## src/flash_cmd_pkg.sv

```systemverilog
// Purpose: Shared constants and state type for the flash command and protection unit
// Assumes: 50 MHz mclk, 16-bit word bus from the CPU
// Notes: Timing figures kept in their own units, cycle counts derived from them
package flash_cmd_pkg;
  localparam int CLK_NS = 20;
  localparam int WINDOW_NS = 96000;
  localparam int WINDOW_CYCLES = WINDOW_NS / CLK_NS;
  localparam int SUSP_MIN_NS = 100;
  localparam int SUSP_MAX_NS = 15000;
  localparam int SUSP_CYCLES = (SUSP_MIN_NS + CLK_NS - 1) / CLK_NS;
  localparam int SUSP_MAX_CYCLES = SUSP_MAX_NS / CLK_NS;
  localparam int PROG_CYCLES = 500;
  localparam int PREPROG_CYCLES = 1000;
  localparam int ERASE_PULSE_CYCLES = 1000;
  localparam int MAX_PULSES = 16;
  localparam logic [13:0] ADDR_UNLOCK_A = 14'h1554;
  localparam logic [13:0] ADDR_UNLOCK_B = 14'h2aa8;
  localparam logic [7:0] DATA_UNLOCK_A = 8'ha8;
  localparam logic [7:0] DATA_UNLOCK_B = 8'h54;
  localparam logic [7:0] CMD_RESET = 8'hf0;
  localparam logic [7:0] CMD_PROGRAM = 8'ha0;
  localparam logic [7:0] CMD_ERASE_EN = 8'h80;
  localparam logic [7:0] CMD_CONFIRM = 8'h30;
  localparam logic [7:0] CMD_CHIP = 8'h10;
  localparam logic [7:0] CMD_SUSPEND = 8'hb0;
  localparam logic [7:0] CMD_PROTECT = 8'hc0;
  localparam logic [15:0] CODE_LOCK_WORD = 16'h009b;
  localparam int POLL_BIT = 7;
  localparam int TOGGLE_A_BIT = 6;
  localparam int FAIL_BIT = 5;
  localparam int WINDOW_BIT = 3;
  localparam int TOGGLE_B_BIT = 2;
  localparam int CODE_LOCK_BIT = 15;
  localparam int NUM_LOCKED_SECTORS = 7;
  localparam logic [15:0] LOCK_USED_MASK = 16'h807f;
  localparam logic [1:0] OP_NONE = 2'h0;
  localparam logic [1:0] OP_PROGRAM = 2'h1;
  localparam logic [1:0] OP_PREPROGRAM = 2'h2;
  localparam logic [1:0] OP_ERASE = 2'h3;
  typedef enum logic [3:0] {
    ST_READ = 4'h0, ST_UNLOCK1 = 4'h1, ST_UNLOCK2 = 4'h2, ST_PROG_DATA = 4'h3,
    ST_ERASE_EN = 4'h4, ST_ERASE_U1 = 4'h5, ST_ERASE_U2 = 4'h6, ST_WINDOW = 4'h7,
    ST_ERASE = 4'h8, ST_SUSP_WAIT = 4'h9, ST_SUSP = 4'ha, ST_PROG = 4'hb,
    ST_PROT_DATA = 4'hc, ST_SUSP_U1 = 4'hd, ST_SUSP_U2 = 4'he, ST_SUSP_PDATA = 4'hf
  } state_t;
endpackage

```

## src/flash_command_protection_unit.sv

```systemverilog
// Purpose: Command decoder, program/erase sequencer and lock word handling for on-chip flash
// Assumes: One CPU access per cycle; arr_rdata is the array word at bus_addr in the same cycle
// Notes: Array macro timing is modelled by cycle counters; arr_erased reports verify result
// Notes on behaviour
// Outside-flash reads return 009Bh while code lock bit is zero
// Locked sectors are never programmed or erased unless temporarily unlocked
// Write after protect cycles programs lock word; bits only clear, never set
// Data F0h, optionally after unlock pair, returns to array reads
// Host waits 10 us after read/reset that ended program or erase
// Program word: unlock pair, A0h at 1554h, then address and data latched
// Program that would raise a stored zero to one flags fail
// Poll, toggle A and fail flag report programming progress; toggle B does not move while programming, only toggle A
// Sector erase: unlock, 80h at 1554h, unlock, 30h at sector address
// Each extra 30h confirm adds a sector and restarts the window
// Erase window flag reads zero during window, one while erasing
// Wrong unlock cycle or non-confirm second command returns to read
// Controller preprograms target to zero before erasing to all ones
// Once erase starts, reads return status instead of array data
// While erasing only suspend and read/reset are accepted
// Poll reads zero then one; toggles alternate per read during erase
// Erase failing after maximum pulses sets fail; read/reset clears it
// Chip erase: six writes ending 10h; sequence error returns to read
// B0h to any address suspends, also ending a running window
// Suspend takes effect 0.1 to 15 us later; suspended sector reads toggle
// Suspended: only resume and program elsewhere; read/reset aborts erase
// 30h to any address while suspended resumes the erase
// New lock word takes effect only after the next reset
`timescale 1ns/1ns
`default_nettype none
module flash_command_protection_unit #(
  parameter int AW = 16,
  parameter int WINDOW_CYCLES = flash_cmd_pkg::WINDOW_CYCLES,
  parameter int PROG_CYCLES = flash_cmd_pkg::PROG_CYCLES,
  parameter int PREPROG_CYCLES = flash_cmd_pkg::PREPROG_CYCLES,
  parameter int ERASE_PULSE_CYCLES = flash_cmd_pkg::ERASE_PULSE_CYCLES,
  parameter int MAX_PULSES = flash_cmd_pkg::MAX_PULSES
) (
  input wire logic mclk,
  input wire logic rstn,
  input wire logic bus_wr,
  input wire logic bus_rd,
  input wire logic bus_outside,
  input wire logic [AW-1:0] bus_addr,
  input wire logic [15:0] bus_wdata,
  output logic [15:0] bus_rdata,
  output logic bus_rvalid,
  input wire logic [15:0] arr_rdata,
  input wire logic arr_erased,
  input wire logic [15:0] nv_lock_word,
  input wire logic temp_sector_unlock,
  input wire logic temp_code_unlock,
  output logic [1:0] arr_op,
  output logic [AW-1:0] arr_addr,
  output logic [15:0] arr_wdata,
  output logic [7:0] arr_sectors,
  output logic lock_wr,
  output logic [15:0] lock_wr_data
);
  localparam int CW = 16;
  localparam int PW = 5;
  localparam logic [CW-1:0] SUSP_LAST = CW'(flash_cmd_pkg::SUSP_CYCLES - 1);

  flash_cmd_pkg::state_t state, next_state;
  logic [15:0] active_lock;
  logic [CW-1:0] cnt;
  logic [PW-1:0] pulses;
  logic preprog_done;
  logic from_susp;
  logic [2:0] susp_sector;
  logic fail_flag, toggle_flag_a, toggle_flag_b;

  // Command decode
  wire [7:0] wd = bus_wdata[7:0];
  wire [13:0] wa = bus_addr[13:0];
  wire [2:0] sector = bus_addr[AW-1 -: 3];
  wire is_reset = bus_wr && wd == flash_cmd_pkg::CMD_RESET;
  wire is_unl_a = bus_wr && wd == flash_cmd_pkg::DATA_UNLOCK_A && wa == flash_cmd_pkg::ADDR_UNLOCK_A;
  wire is_unl_b = bus_wr && wd == flash_cmd_pkg::DATA_UNLOCK_B && wa == flash_cmd_pkg::ADDR_UNLOCK_B;
  wire at_a = wa == flash_cmd_pkg::ADDR_UNLOCK_A;
  wire is_confirm = bus_wr && wd == flash_cmd_pkg::CMD_CONFIRM;
  wire is_suspend = bus_wr && wd == flash_cmd_pkg::CMD_SUSPEND;
  wire is_chip = bus_wr && wd == flash_cmd_pkg::CMD_CHIP;
  // Sector 7 has no lock bit and is always writable
  wire [7:0] unlocked = {1'b1, active_lock[6:0]} | {8{temp_sector_unlock}};
  wire sector_ok = unlocked[sector];
  wire raises_bit = |(bus_wdata & ~arr_rdata);
  wire code_locked = !active_lock[flash_cmd_pkg::CODE_LOCK_BIT] && !temp_code_unlock;
  wire cnt_end = (state == flash_cmd_pkg::ST_PROG) ? (cnt == CW'(PROG_CYCLES - 1)) :
                 (state == flash_cmd_pkg::ST_WINDOW) ? (cnt == CW'(WINDOW_CYCLES - 1)) :
                 (state == flash_cmd_pkg::ST_SUSP_WAIT) ? (cnt == SUSP_LAST) :
                 preprog_done ? (cnt == CW'(ERASE_PULSE_CYCLES - 1)) : (cnt == CW'(PREPROG_CYCLES - 1));
  wire erasing = state == flash_cmd_pkg::ST_ERASE;
  wire busy = erasing || state == flash_cmd_pkg::ST_PROG || state == flash_cmd_pkg::ST_WINDOW ||
              state == flash_cmd_pkg::ST_SUSP_WAIT;
  wire susp_read = (state == flash_cmd_pkg::ST_SUSP || state == flash_cmd_pkg::ST_SUSP_U1 ||
                    state == flash_cmd_pkg::ST_SUSP_U2) && sector == susp_sector;
  wire show_status = busy || fail_flag || susp_read;
  wire erase_done = erasing && cnt_end && preprog_done && arr_erased;
  wire erase_fail = erasing && cnt_end && preprog_done && !arr_erased && pulses == PW'(MAX_PULSES - 1);
  wire prog_bad = state inside {flash_cmd_pkg::ST_PROG_DATA, flash_cmd_pkg::ST_SUSP_PDATA} &&
                  bus_wr && (!sector_ok || (state == flash_cmd_pkg::ST_SUSP_PDATA && sector == susp_sector));
  wire prog_go = state inside {flash_cmd_pkg::ST_PROG_DATA, flash_cmd_pkg::ST_SUSP_PDATA} && bus_wr && !prog_bad;
  wire add_sector = (state == flash_cmd_pkg::ST_ERASE_U2 || state == flash_cmd_pkg::ST_WINDOW) &&
                    is_confirm && sector_ok;
  wire chip_go = state == flash_cmd_pkg::ST_ERASE_U2 && is_chip;
  wire [15:0] status_word = {8'h00, busy ? 1'b0 : 1'b1, toggle_flag_a, fail_flag, 1'b0,
                             state != flash_cmd_pkg::ST_WINDOW, toggle_flag_b, 2'b00};

  always_comb
  begin
    next_state = state;
    case (state)
      flash_cmd_pkg::ST_READ:
        if (is_unl_a) next_state = flash_cmd_pkg::ST_UNLOCK1;
      flash_cmd_pkg::ST_UNLOCK1:
        next_state = is_unl_b ? flash_cmd_pkg::ST_UNLOCK2 : (bus_wr ? flash_cmd_pkg::ST_READ : state);
      flash_cmd_pkg::ST_UNLOCK2:
        if (bus_wr)
        begin
          if (at_a && wd == flash_cmd_pkg::CMD_PROGRAM) next_state = flash_cmd_pkg::ST_PROG_DATA;
          else if (at_a && wd == flash_cmd_pkg::CMD_ERASE_EN) next_state = flash_cmd_pkg::ST_ERASE_EN;
          else if (at_a && wd == flash_cmd_pkg::CMD_PROTECT) next_state = flash_cmd_pkg::ST_PROT_DATA;
          else next_state = flash_cmd_pkg::ST_READ;
        end
      flash_cmd_pkg::ST_ERASE_EN:
        next_state = is_unl_a ? flash_cmd_pkg::ST_ERASE_U1 : (bus_wr ? flash_cmd_pkg::ST_READ : state);
      flash_cmd_pkg::ST_ERASE_U1:
        next_state = is_unl_b ? flash_cmd_pkg::ST_ERASE_U2 : (bus_wr ? flash_cmd_pkg::ST_READ : state);
      flash_cmd_pkg::ST_ERASE_U2:
        if (add_sector) next_state = flash_cmd_pkg::ST_WINDOW;
        else if (chip_go) next_state = flash_cmd_pkg::ST_ERASE;
        else if (bus_wr) next_state = flash_cmd_pkg::ST_READ;
      flash_cmd_pkg::ST_WINDOW:
        if (is_suspend) next_state = flash_cmd_pkg::ST_SUSP_WAIT;
        else if (bus_wr && !is_confirm) next_state = flash_cmd_pkg::ST_READ;
        else if (cnt_end && !is_confirm) next_state = flash_cmd_pkg::ST_ERASE;
      flash_cmd_pkg::ST_ERASE:
        if (is_reset || erase_done || erase_fail) next_state = flash_cmd_pkg::ST_READ;
        else if (is_suspend) next_state = flash_cmd_pkg::ST_SUSP_WAIT;
      flash_cmd_pkg::ST_SUSP_WAIT:
        if (cnt_end) next_state = flash_cmd_pkg::ST_SUSP;
      flash_cmd_pkg::ST_SUSP:
        if (is_confirm) next_state = flash_cmd_pkg::ST_ERASE;
        else if (is_unl_a) next_state = flash_cmd_pkg::ST_SUSP_U1;
        else if (is_reset) next_state = flash_cmd_pkg::ST_READ;
      flash_cmd_pkg::ST_SUSP_U1:
        next_state = is_unl_b ? flash_cmd_pkg::ST_SUSP_U2 : (bus_wr ? flash_cmd_pkg::ST_SUSP : state);
      flash_cmd_pkg::ST_SUSP_U2:
        if (bus_wr)
          next_state = (at_a && wd == flash_cmd_pkg::CMD_PROGRAM) ? flash_cmd_pkg::ST_SUSP_PDATA : flash_cmd_pkg::ST_SUSP;
      flash_cmd_pkg::ST_PROG_DATA, flash_cmd_pkg::ST_SUSP_PDATA:
        if (prog_go) next_state = flash_cmd_pkg::ST_PROG;
        else if (bus_wr) next_state = from_susp ? flash_cmd_pkg::ST_SUSP : flash_cmd_pkg::ST_READ;
      flash_cmd_pkg::ST_PROG:
        if (cnt_end || (is_reset && !from_susp)) next_state = from_susp ? flash_cmd_pkg::ST_SUSP : flash_cmd_pkg::ST_READ;
      flash_cmd_pkg::ST_PROT_DATA:
        if (bus_wr) next_state = flash_cmd_pkg::ST_READ;
      default:
        next_state = flash_cmd_pkg::ST_READ;
    endcase
  end

  always_ff @(posedge mclk)
  begin
    if (!rstn)
    begin
      state <= flash_cmd_pkg::ST_READ;
      cnt <= '0;
      active_lock <= nv_lock_word;
    end
    else
    begin
      state <= next_state;
      cnt <= (next_state != state || add_sector || cnt_end) ? '0 : cnt + CW'(1);
    end
  end

  // Preprogram pass, then erase pulses each followed by a verify
  always_ff @(posedge mclk)
  begin
    if (!rstn || state == flash_cmd_pkg::ST_READ)
    begin
      preprog_done <= 1'b0;
      pulses <= '0;
    end
    else if (erasing && cnt_end)
    begin
      preprog_done <= 1'b1;
      if (preprog_done) pulses <= pulses + PW'(1);
    end
  end

  always_ff @(posedge mclk)
  begin
    if (!rstn)
    begin
      from_susp <= 1'b0;
      susp_sector <= '0;
      arr_sectors <= '0;
    end
    else
    begin
      if (state == flash_cmd_pkg::ST_SUSP_U2 && bus_wr) from_susp <= 1'b1;
      else if (state == flash_cmd_pkg::ST_READ || state == flash_cmd_pkg::ST_ERASE) from_susp <= 1'b0;
      if (add_sector)
      begin
        arr_sectors <= (state == flash_cmd_pkg::ST_ERASE_U2 ? 8'h00 : arr_sectors) | (8'h01 << sector);
        susp_sector <= sector;
      end
      else if (chip_go) arr_sectors <= unlocked;
      else if (state == flash_cmd_pkg::ST_READ) arr_sectors <= '0;
    end
  end

  always_ff @(posedge mclk)
  begin
    if (!rstn)
    begin
      arr_op <= flash_cmd_pkg::OP_NONE;
      arr_addr <= '0;
      arr_wdata <= '0;
    end
    else
    begin
      if (prog_go)
      begin
        arr_addr <= bus_addr;
        arr_wdata <= bus_wdata;
      end
      // A word that would raise a bit is never handed to the array, only flagged
      if (prog_go) arr_op <= raises_bit ? flash_cmd_pkg::OP_NONE : flash_cmd_pkg::OP_PROGRAM;
      else if (next_state == flash_cmd_pkg::ST_ERASE && arr_sectors != 8'h00)
        arr_op <= (preprog_done || (erasing && cnt_end)) ? flash_cmd_pkg::OP_ERASE : flash_cmd_pkg::OP_PREPROGRAM;
      else if (next_state != flash_cmd_pkg::ST_PROG) arr_op <= flash_cmd_pkg::OP_NONE;
    end
  end

  // Status flags; read/reset clears fail, but a fail raised in the same cycle wins
  always_ff @(posedge mclk)
  begin
    if (!rstn)
    begin
      fail_flag <= 1'b0;
      toggle_flag_a <= 1'b0;
      toggle_flag_b <= 1'b0;
    end
    else
    begin
      if (erase_fail || (prog_go && raises_bit)) fail_flag <= 1'b1;
      else if (is_reset) fail_flag <= 1'b0;
      if (bus_rd && !bus_outside && show_status)
      begin
        if (!susp_read && busy) toggle_flag_a <= !toggle_flag_a;
        if (erasing || state == flash_cmd_pkg::ST_WINDOW || susp_read) toggle_flag_b <= !toggle_flag_b;
      end
    end
  end

  always_ff @(posedge mclk)
  begin
    if (!rstn)
    begin
      bus_rdata <= '0;
      bus_rvalid <= 1'b0;
      lock_wr <= 1'b0;
      lock_wr_data <= 16'hffff;
    end
    else
    begin
      bus_rvalid <= bus_rd;
      if (bus_rd)
        bus_rdata <= (bus_outside && code_locked) ? flash_cmd_pkg::CODE_LOCK_WORD :
                     show_status ? status_word : arr_rdata;
      lock_wr <= state == flash_cmd_pkg::ST_PROT_DATA && bus_wr;
      if (state == flash_cmd_pkg::ST_PROT_DATA && bus_wr)
        lock_wr_data <= nv_lock_word & (bus_wdata | ~flash_cmd_pkg::LOCK_USED_MASK);
    end
  end

  // Suspend lands after the wait count plus the cycle that enters the wait
  localparam int SUSP_LO = flash_cmd_pkg::SUSP_CYCLES;
  localparam int SUSP_HI = flash_cmd_pkg::SUSP_CYCLES + 1;
endmodule
`default_nettype wire

```

## config.mk

```make
export PLATFORM = sky130hd
export DESIGN_NAME = flash_command_protection_unit
export DESIGN_NICKNAME = d
export VERILOG_FILES = /design/src/flash_cmd_pkg.sv /design/src/flash_command_protection_unit.sv
export SDC_FILE = /design/constraint.sdc
export NUM_CORES = 1
export LEC_CHECK = 0
export BUFFER_PORTS_ARGS = -buffer_cell sky130_fd_sc_hd__buf_2
export CORE_AREA = 2 2 108 110
export DETAILED_ROUTE_END_ITERATION = 10
export DIE_AREA = 0 0 110 112
export PLACE_DENSITY = 0.77
export SETUP_SLACK_MARGIN = 0.05
export SLEW_MARGIN = 0
export SYNTH_ARGS = -nofsm -noshare
export SYNTH_HDL_FRONTEND = slang
export SYNTH_SLANG_ARGS = --single-unit
```

## constraint.sdc

```tcl
create_clock -name mclk -period 3.5 [get_ports mclk]
set_input_delay 0.175 -clock mclk [delete_from_list [all_inputs] [get_ports mclk]]
set_output_delay 0.175 -clock mclk [all_outputs]
set_load 0.005 [all_outputs]
```

==> reports/results.tsv, run 1 <==
stage	metric	value	unit
outcome	status	complete, no violations	
placed_design	io_buffers	147	
timing	final.setup_skew	10.8	ps
clock_network	cts_root_buffer	clkbuf_16	
timing	finalCritPeriodShare	87.3	%
detailed_routing	dr.pass1.iters	5	
detailed_routing	avgViaCountPerCell	5.85	
floorplanning	die_w	110	um
job	drv_cap	0	
timing	finalSetupViolations	0	
final_layout	synthToLayoutAreaGrowth	29.2	%
power_and_ir_drop	leakage	3.18	nW
critical_path	crit_path_end_kind	flop	
critical_path	arrival	3320	ps
power_and_ir_drop	p_total	3.35	mW
timing	timing.final.crit_period	3060	ps
final_layout	final_common_cell	buf_2	
synthesis	yosysWarnings	0	
final_layout	layout_common_cells	147 x buf_2, 109 x dfxtp_1, 98 x nor2_1	
detailed_routing	met3WireLength	1360	um
synthesis	ys.flop_type	dfxtp_1	
synthesis	syn_inst	712	
critical_path	crit_start	state[0]	
global_route	grt_usage	30.4	%
clock_network	clk_path_buf_depth	2	
floorplanning	rows	39	
synthesis	syn-num-nets	787	
global_route	grt_max_degree	44	
min_path	hold_path_class	input pin to flop	
final_layout	antenna_cells	0	
global_route	first_global_vias	5936	
placed_design	place_hpwl	12900	um
detailed_routing	met1_length	7580	um
clock_network	htree_levels	4	
detailed_routing	drt_iter0_drc	639	
detailed_routing	drcViolationCount	0	
synthesis	yosysSeqAreaShare	41.3	%
critical_path	crit_path_max_fanout	16	
timing	rsz0062_at_grt	false	
placed_design	globalplace.congestion	0.995	
global_route	antenna_found_initial	0	
timing	hold_viol_final	0	
timing	finalSetupTns	0	ps
critical_path	cp-start-kind	flop	
clock_network	cts_made_buffers	17	
synthesis	synth.distinct_cells	71	
timing	tightest_slew	1040	ps
final_layout	fill_cells	869	
clock_network	cts_sinks	117	
synthesis	avgSynthCellArea	8.24	sq um
global_route	grt_remaining_overflow	0	
critical_path	crit_type	flop to flop	
power_and_ir_drop	powerDensity	442	mW/mm^2
detailed_routing	wl	18400	um
timing	final_max_slew_viol_count	0	
timing	slew_headroom	30.2	%
min_path	hp-start	bus_addr[10]	
timing	max_freq	327	MHz
detailed_routing	wl_met2	8890	um
clock_network	path_clk_slew	60	ps
clock_network	tritoncts	built	
floorplanning	coreArea	0.0112	sq mm
final_layout	num-nets-final	950	
synthesis	synthArstFlopShare	0	%
critical_path	crit_required	3770	ps
final_layout	layout-drive-gt1-share	23.9	%
critical_path	r2r_start	state[0]	
detailed_routing	wl_per_cell	17.8	um
synthesis	synthesis.area	0.00586	sq mm
floorplanning	dieHeight	112	um
synthesis	synth_edf_count	8	
detailed_routing	routed.top_layer	met4	
clock_network	insertion_delay	430	ps
floorplanning	die_area	0.0123	sq mm
detailed_routing	final_antenna_net_count	0	
floorplanning	boundaryPins	148	
detailed_routing	dr_total_vias	6029	
floorplanning	initial_utilization	52.5	%
global_route	grt_first_pass_wirelength	29100	um
synthesis	synth-seq-cells	117	
power_and_ir_drop	vdd_ir_drop_max	0.352	mV
[synth_stat cells (all sizes together), types with 4 or more instances]
master,number,area share (%)
o22ai,6,0.64
o31a,4,0.60
nor4b,4,0.60
inv,24,1.5
nor4,26,2.9
nand3,47,4.0
or3,4,0.43
a211oi,10,1.6
nand4,7,0.75
nor3,14,1.2
mux2i,31,5.3
nand3b,7,0.90
o21ai,27,2.3
buf,7,0.68
dfxtp,109,37
nand2b,9,0.96
or4,4,0.58
nor2,98,6.3
xor2,18,2.7
o211ai,4,0.51
a21oi,42,3.6
and2,5,0.53
xnor2,11,1.6
edfxtp,8,4.1
a31oi,5,0.53
clkbuf,37,2.4
and3,9,0.96
nand2,60,3.8
nor2b,15,1.6
[critical path, cell delays in order, from the launching register on]
cell and delay [ps]:
dfxtp_1 550, buf_4 260, nor2_1 140, a32oi_1 230, a211oi_1 120, a2111oi_1 710, a21oi_1 180, o21a_1 170
a211oi_4 190, buf_4 240, nor4_1 90
[logic make-up after synthesis]
group / count (synthesis) / synth area share, %
AOI/OAI and AO/OA: 134 / 15.1
xor gates and xnor gates: 29 / 4.33
adders and majority gates: 4 / 0.811
buffers and inverters: 69 / 4.65
DFF: 117 / 41.3
muxes: 33 / 5.68
and+or+nand+nor: 326 / 28.1
[per-stage QoR]
step | hold slack, ps | worst slack [ps] | area (sq um) | util (%) | instances
floorplan | 274 | 592 | 5860 | - | 712
finish | 16.8 | 443 | 7570 | 67.8 | 1031
CTS | 4.11 | 75.0 | 7570 | 67.7 | 1031
detailed placement | 370 | 75.5 | 6750 | 60.4 | 977
global placement | 371 | 244 | 6750 | 60.4 | 977
global route | 12.3 | 213 | 7570 | 67.8 | 1031
[final cells by class]
class | count | area (sq um) | area share [%]
clock buffer | 19 | 453 | 5.98
inverter | 25 | 93.8 | 1.24
clock inverter | 13 | 145 | 1.92
tap | 143 | 179 | 2.36
sequential | 117 | 2420 | 32.0
timing repair buffer | 188 | 1100 | 14.5
multi-input combinational | 526 | 3180 | 42.0
[flip-flops by register name, indices dropped and copies added (netlist names), 2 cells and up]
signal / flops
arr_addr: 16
arr_wdata: 16
bus_rdata: 16
cnt: 16
lock_wr_data: 16
active_lock: 8
arr_sectors: 8
pulses: 5
state: 4
susp_sector: 3
arr_op: 2
[per-layer routing]
layer	vias up	GRT usage, %
met2	299	49.3
met3	52	8.78
met4	0	13.7
met5	-	0
met1	2803	37.0
li1	2875	-
[worst paths after layout]
kind	slack, ps	to	cells past startpoint
worst min-delay path	20	arr_addr[10]	3
worst max register to register	440	cnt[3]	10
worst min register to register	470	lock_wr_data[4]	2
worst max-delay path	440	cnt[3]	10
[where the power goes]
group          internal, mW  total [mW]  leakage [nW]  switching (mW)
clock                  1.09        1.75         0.287           0.654
sequential             1.37        1.39         0.961          0.0146
combinational        0.0927       0.219          1.93           0.126
[repair_timing]
action | 4_1_cts | 5_1_grt
setup buffers | 0 | 0
endpoints found under the setup margin | 0 | 16
hold endpoints to repair | 22 | 0
resized for setup | 0 | 2
hold buffers | 22 | 0
Note: power is estimated with default switching activity, not from simulation.
==> run 2, diff against run 1 <==
- CORE_AREA: 2 2 108 110 -> 2 2 107 109
- CTS_BUF_LIST: default -> sky130_fd_sc_hd__clkbuf_4 sky130_fd_sc_hd__clkbuf_8
- DIE_AREA: 0 0 110 112 -> 0 0 109 111
- GPL_ROUTABILITY_DRIVEN: default -> 1
- PLACE_DENSITY: 0.77 -> 0.79
==> reports/results.tsv, run 2 (synthesized netlist as in run 1, its figures left out) <==
stage	metric	value	unit
clock_network	clk_path_buf_depth	2	
floorplanning	boundaryPins	148	
clock_network	tritoncts	built	
clock_network	insertion_delay	460	ps
detailed_routing	dr_total_vias	6265	
outcome	status	complete, no violations	
power_and_ir_drop	p_total	2.84	mW
min_path	hold_path_class	input pin to flop	
global_route	grt_busiest_layer	met2	
power_and_ir_drop	seq_power_share	48.7	%
detailed_routing	wl	18900	um
timing	final_max_slew_viol_count	0	
timing	hold_viol_final	0	
global_route	first_global_vias	6152	
power_and_ir_drop	clkPwrFrac	43.2	%
detailed_routing	wl_per_cell	18.1	um
global_route	grt_usage	32.1	%
floorplanning	dieHeight	111	um
critical_path	crit_path_end_kind	flop	
floorplanning	rows	39	
clock_network	cts_root_buffer	clkbuf_8	
clock_network	path_clk_slew	80	ps
global_route	grt_first_pass_wirelength	30200	um
placed_design	globalplace.congestion	0.950	
placed_design	place_hpwl	12900	um
critical_path	crit_required	3840	ps
final_layout	layout-drive-gt1-share	23.0	%
final_layout	final_common_cell	buf_2	
critical_path	r2r_slack	390	ps
floorplanning	initial_utilization	52.9	%
power_and_ir_drop	internal-power	2.11	mW
power_and_ir_drop	leakage	3.13	nW
timing	final.setup_skew	8.35	ps
clock_network	htree_levels	4	
job	drv_cap	0	
final_layout	antenna_cells	0	
clock_network	cts_sinks	117	
global_route	use_met3	10.3	%
clock_network	cts_made_buffers	17	
global_route	grtUsageMet1	37.0	%
power_and_ir_drop	vdd_ir_drop_max	0.348	mV
final_layout	multi_input_area	0.00318	sq mm
power_and_ir_drop	p_sw	0.728	mW
critical_path	cp-start-kind	input pin	
timing	max_freq	321	MHz
critical_path	crit_path_max_fanout	16	
final_layout	post-route-util	67.6	%
timing	tightest_slew	888	ps
final_layout	synthToLayoutAreaGrowth	27.7	%
detailed_routing	dr.pass1.iters	8	
detailed_routing	drcViolationCount	0	
detailed_routing	drt_iter0_drc	625	
timing	rsz0062_at_grt	false	
final_layout	num-nets-final	963	
power_and_ir_drop	powerDensity	379	mW/mm^2
critical_path	arrival	3450	ps
critical_path	crit_type	input pin to flop	
global_route	grt_max_degree	48	
floorplanning	coreArea	0.0111	sq mm
detailed_routing	final_antenna_net_count	0	
placed_design	io_buffers	147	
power_and_ir_drop	p_comb_share	8.2	%
timing	finalSetupViolations	0	
timing	finalSetupTns	0	ps
timing	timing.final.crit_period	3110	ps
power_and_ir_drop	swShare	25.6	%
global_route	use_met2	52.8	%
placed_design	place_area	0.00672	sq mm
timing	slew_headroom	40.7	%
global_route	grt_remaining_overflow	0	
timing	finalCritPeriodShare	88.9	%
final_layout	fill_cells	878	
final_layout	layout_common_cells	147 x buf_2, 109 x dfxtp_1, 98 x nor2_1	
floorplanning	die_w	109	um
floorplanning	die_area	0.0121	sq mm
final_layout	fin_area	0.00749	sq mm
detailed_routing	avgViaCountPerCell	6.00	
global_route	antenna_found_initial	0	
final_layout	ff_latch_area	0.00242	sq mm
## run 2: power groups by stage
stage          logic [mW]  clock network, mW  registers [mW]
2_1_floorplan      0.0974                  0            1.41
3_3_place_gp        0.187                  0            1.41
3_5_place_dp        0.190                  0            1.41
4_1_cts             0.223               1.24            1.38
5_1_grt             0.249               1.29            1.39
6_report            0.232               1.23            1.38
## run 2: layer usage
metal / routed length [um] / vias up
li1: - / 2908
met3: 1440 / 69
met2: 9310 / 298
met4: 741 / 0
met5: 0 / -
met1: 7400 / 2990
## run 2: worst paths after layout
kind              cells past startpoint              from          endpoint
setup / recovery                     11      bus_addr[11]           cnt[10]
hold / removal                        3       bus_addr[9]       arr_addr[9]
setup reg to reg                      9          state[3]           cnt[10]
hold reg to reg                       2  lock_wr_data[10]  lock_wr_data[10]
## run 2: per-stage QoR
| step | worst slack [ps] | instances | hold WS [ps] |
|---|---|---|---|
| finish | 388 | 1044 | 24.1 |
| global route | 166 | 1044 | 24.9 |
| CTS | 55.7 | 1043 | 0.218 |
| detailed placement | 101 | 974 | 369 |
| global placement | 310 | 974 | 369 |
| floorplan | 592 | 712 | 274 |
## run 2: what timing repair did
action / in CTS / in global routing
hold buffers: 37 / 0
setup endpoints to repair: 0 / 16
setup buffers: 0 / 1
endpoints found under the hold margin: 45 / 0
gates resized for setup: 0 / 1
## run 2: layout make-up
cell class                 instances  area share [%]
clock buffer                      19            3.32
clock inverter                    13            1.79
inverter                          25            1.25
multi-input combinational        526            42.4
sequential                       117            32.3
tap                              143            2.39
timing repair buffer             201            16.5
## run 2: critical path: stages
cell           delay [ps]
dlygate4sd3_1         540
buf_2                 140
or4bb_1               540
or4_4                 450
or2_0                 260
a211oi_2              250
o211ai_1              180
nor2_1                270
a211oi_4               90
buf_4                 210
nor4_1                340
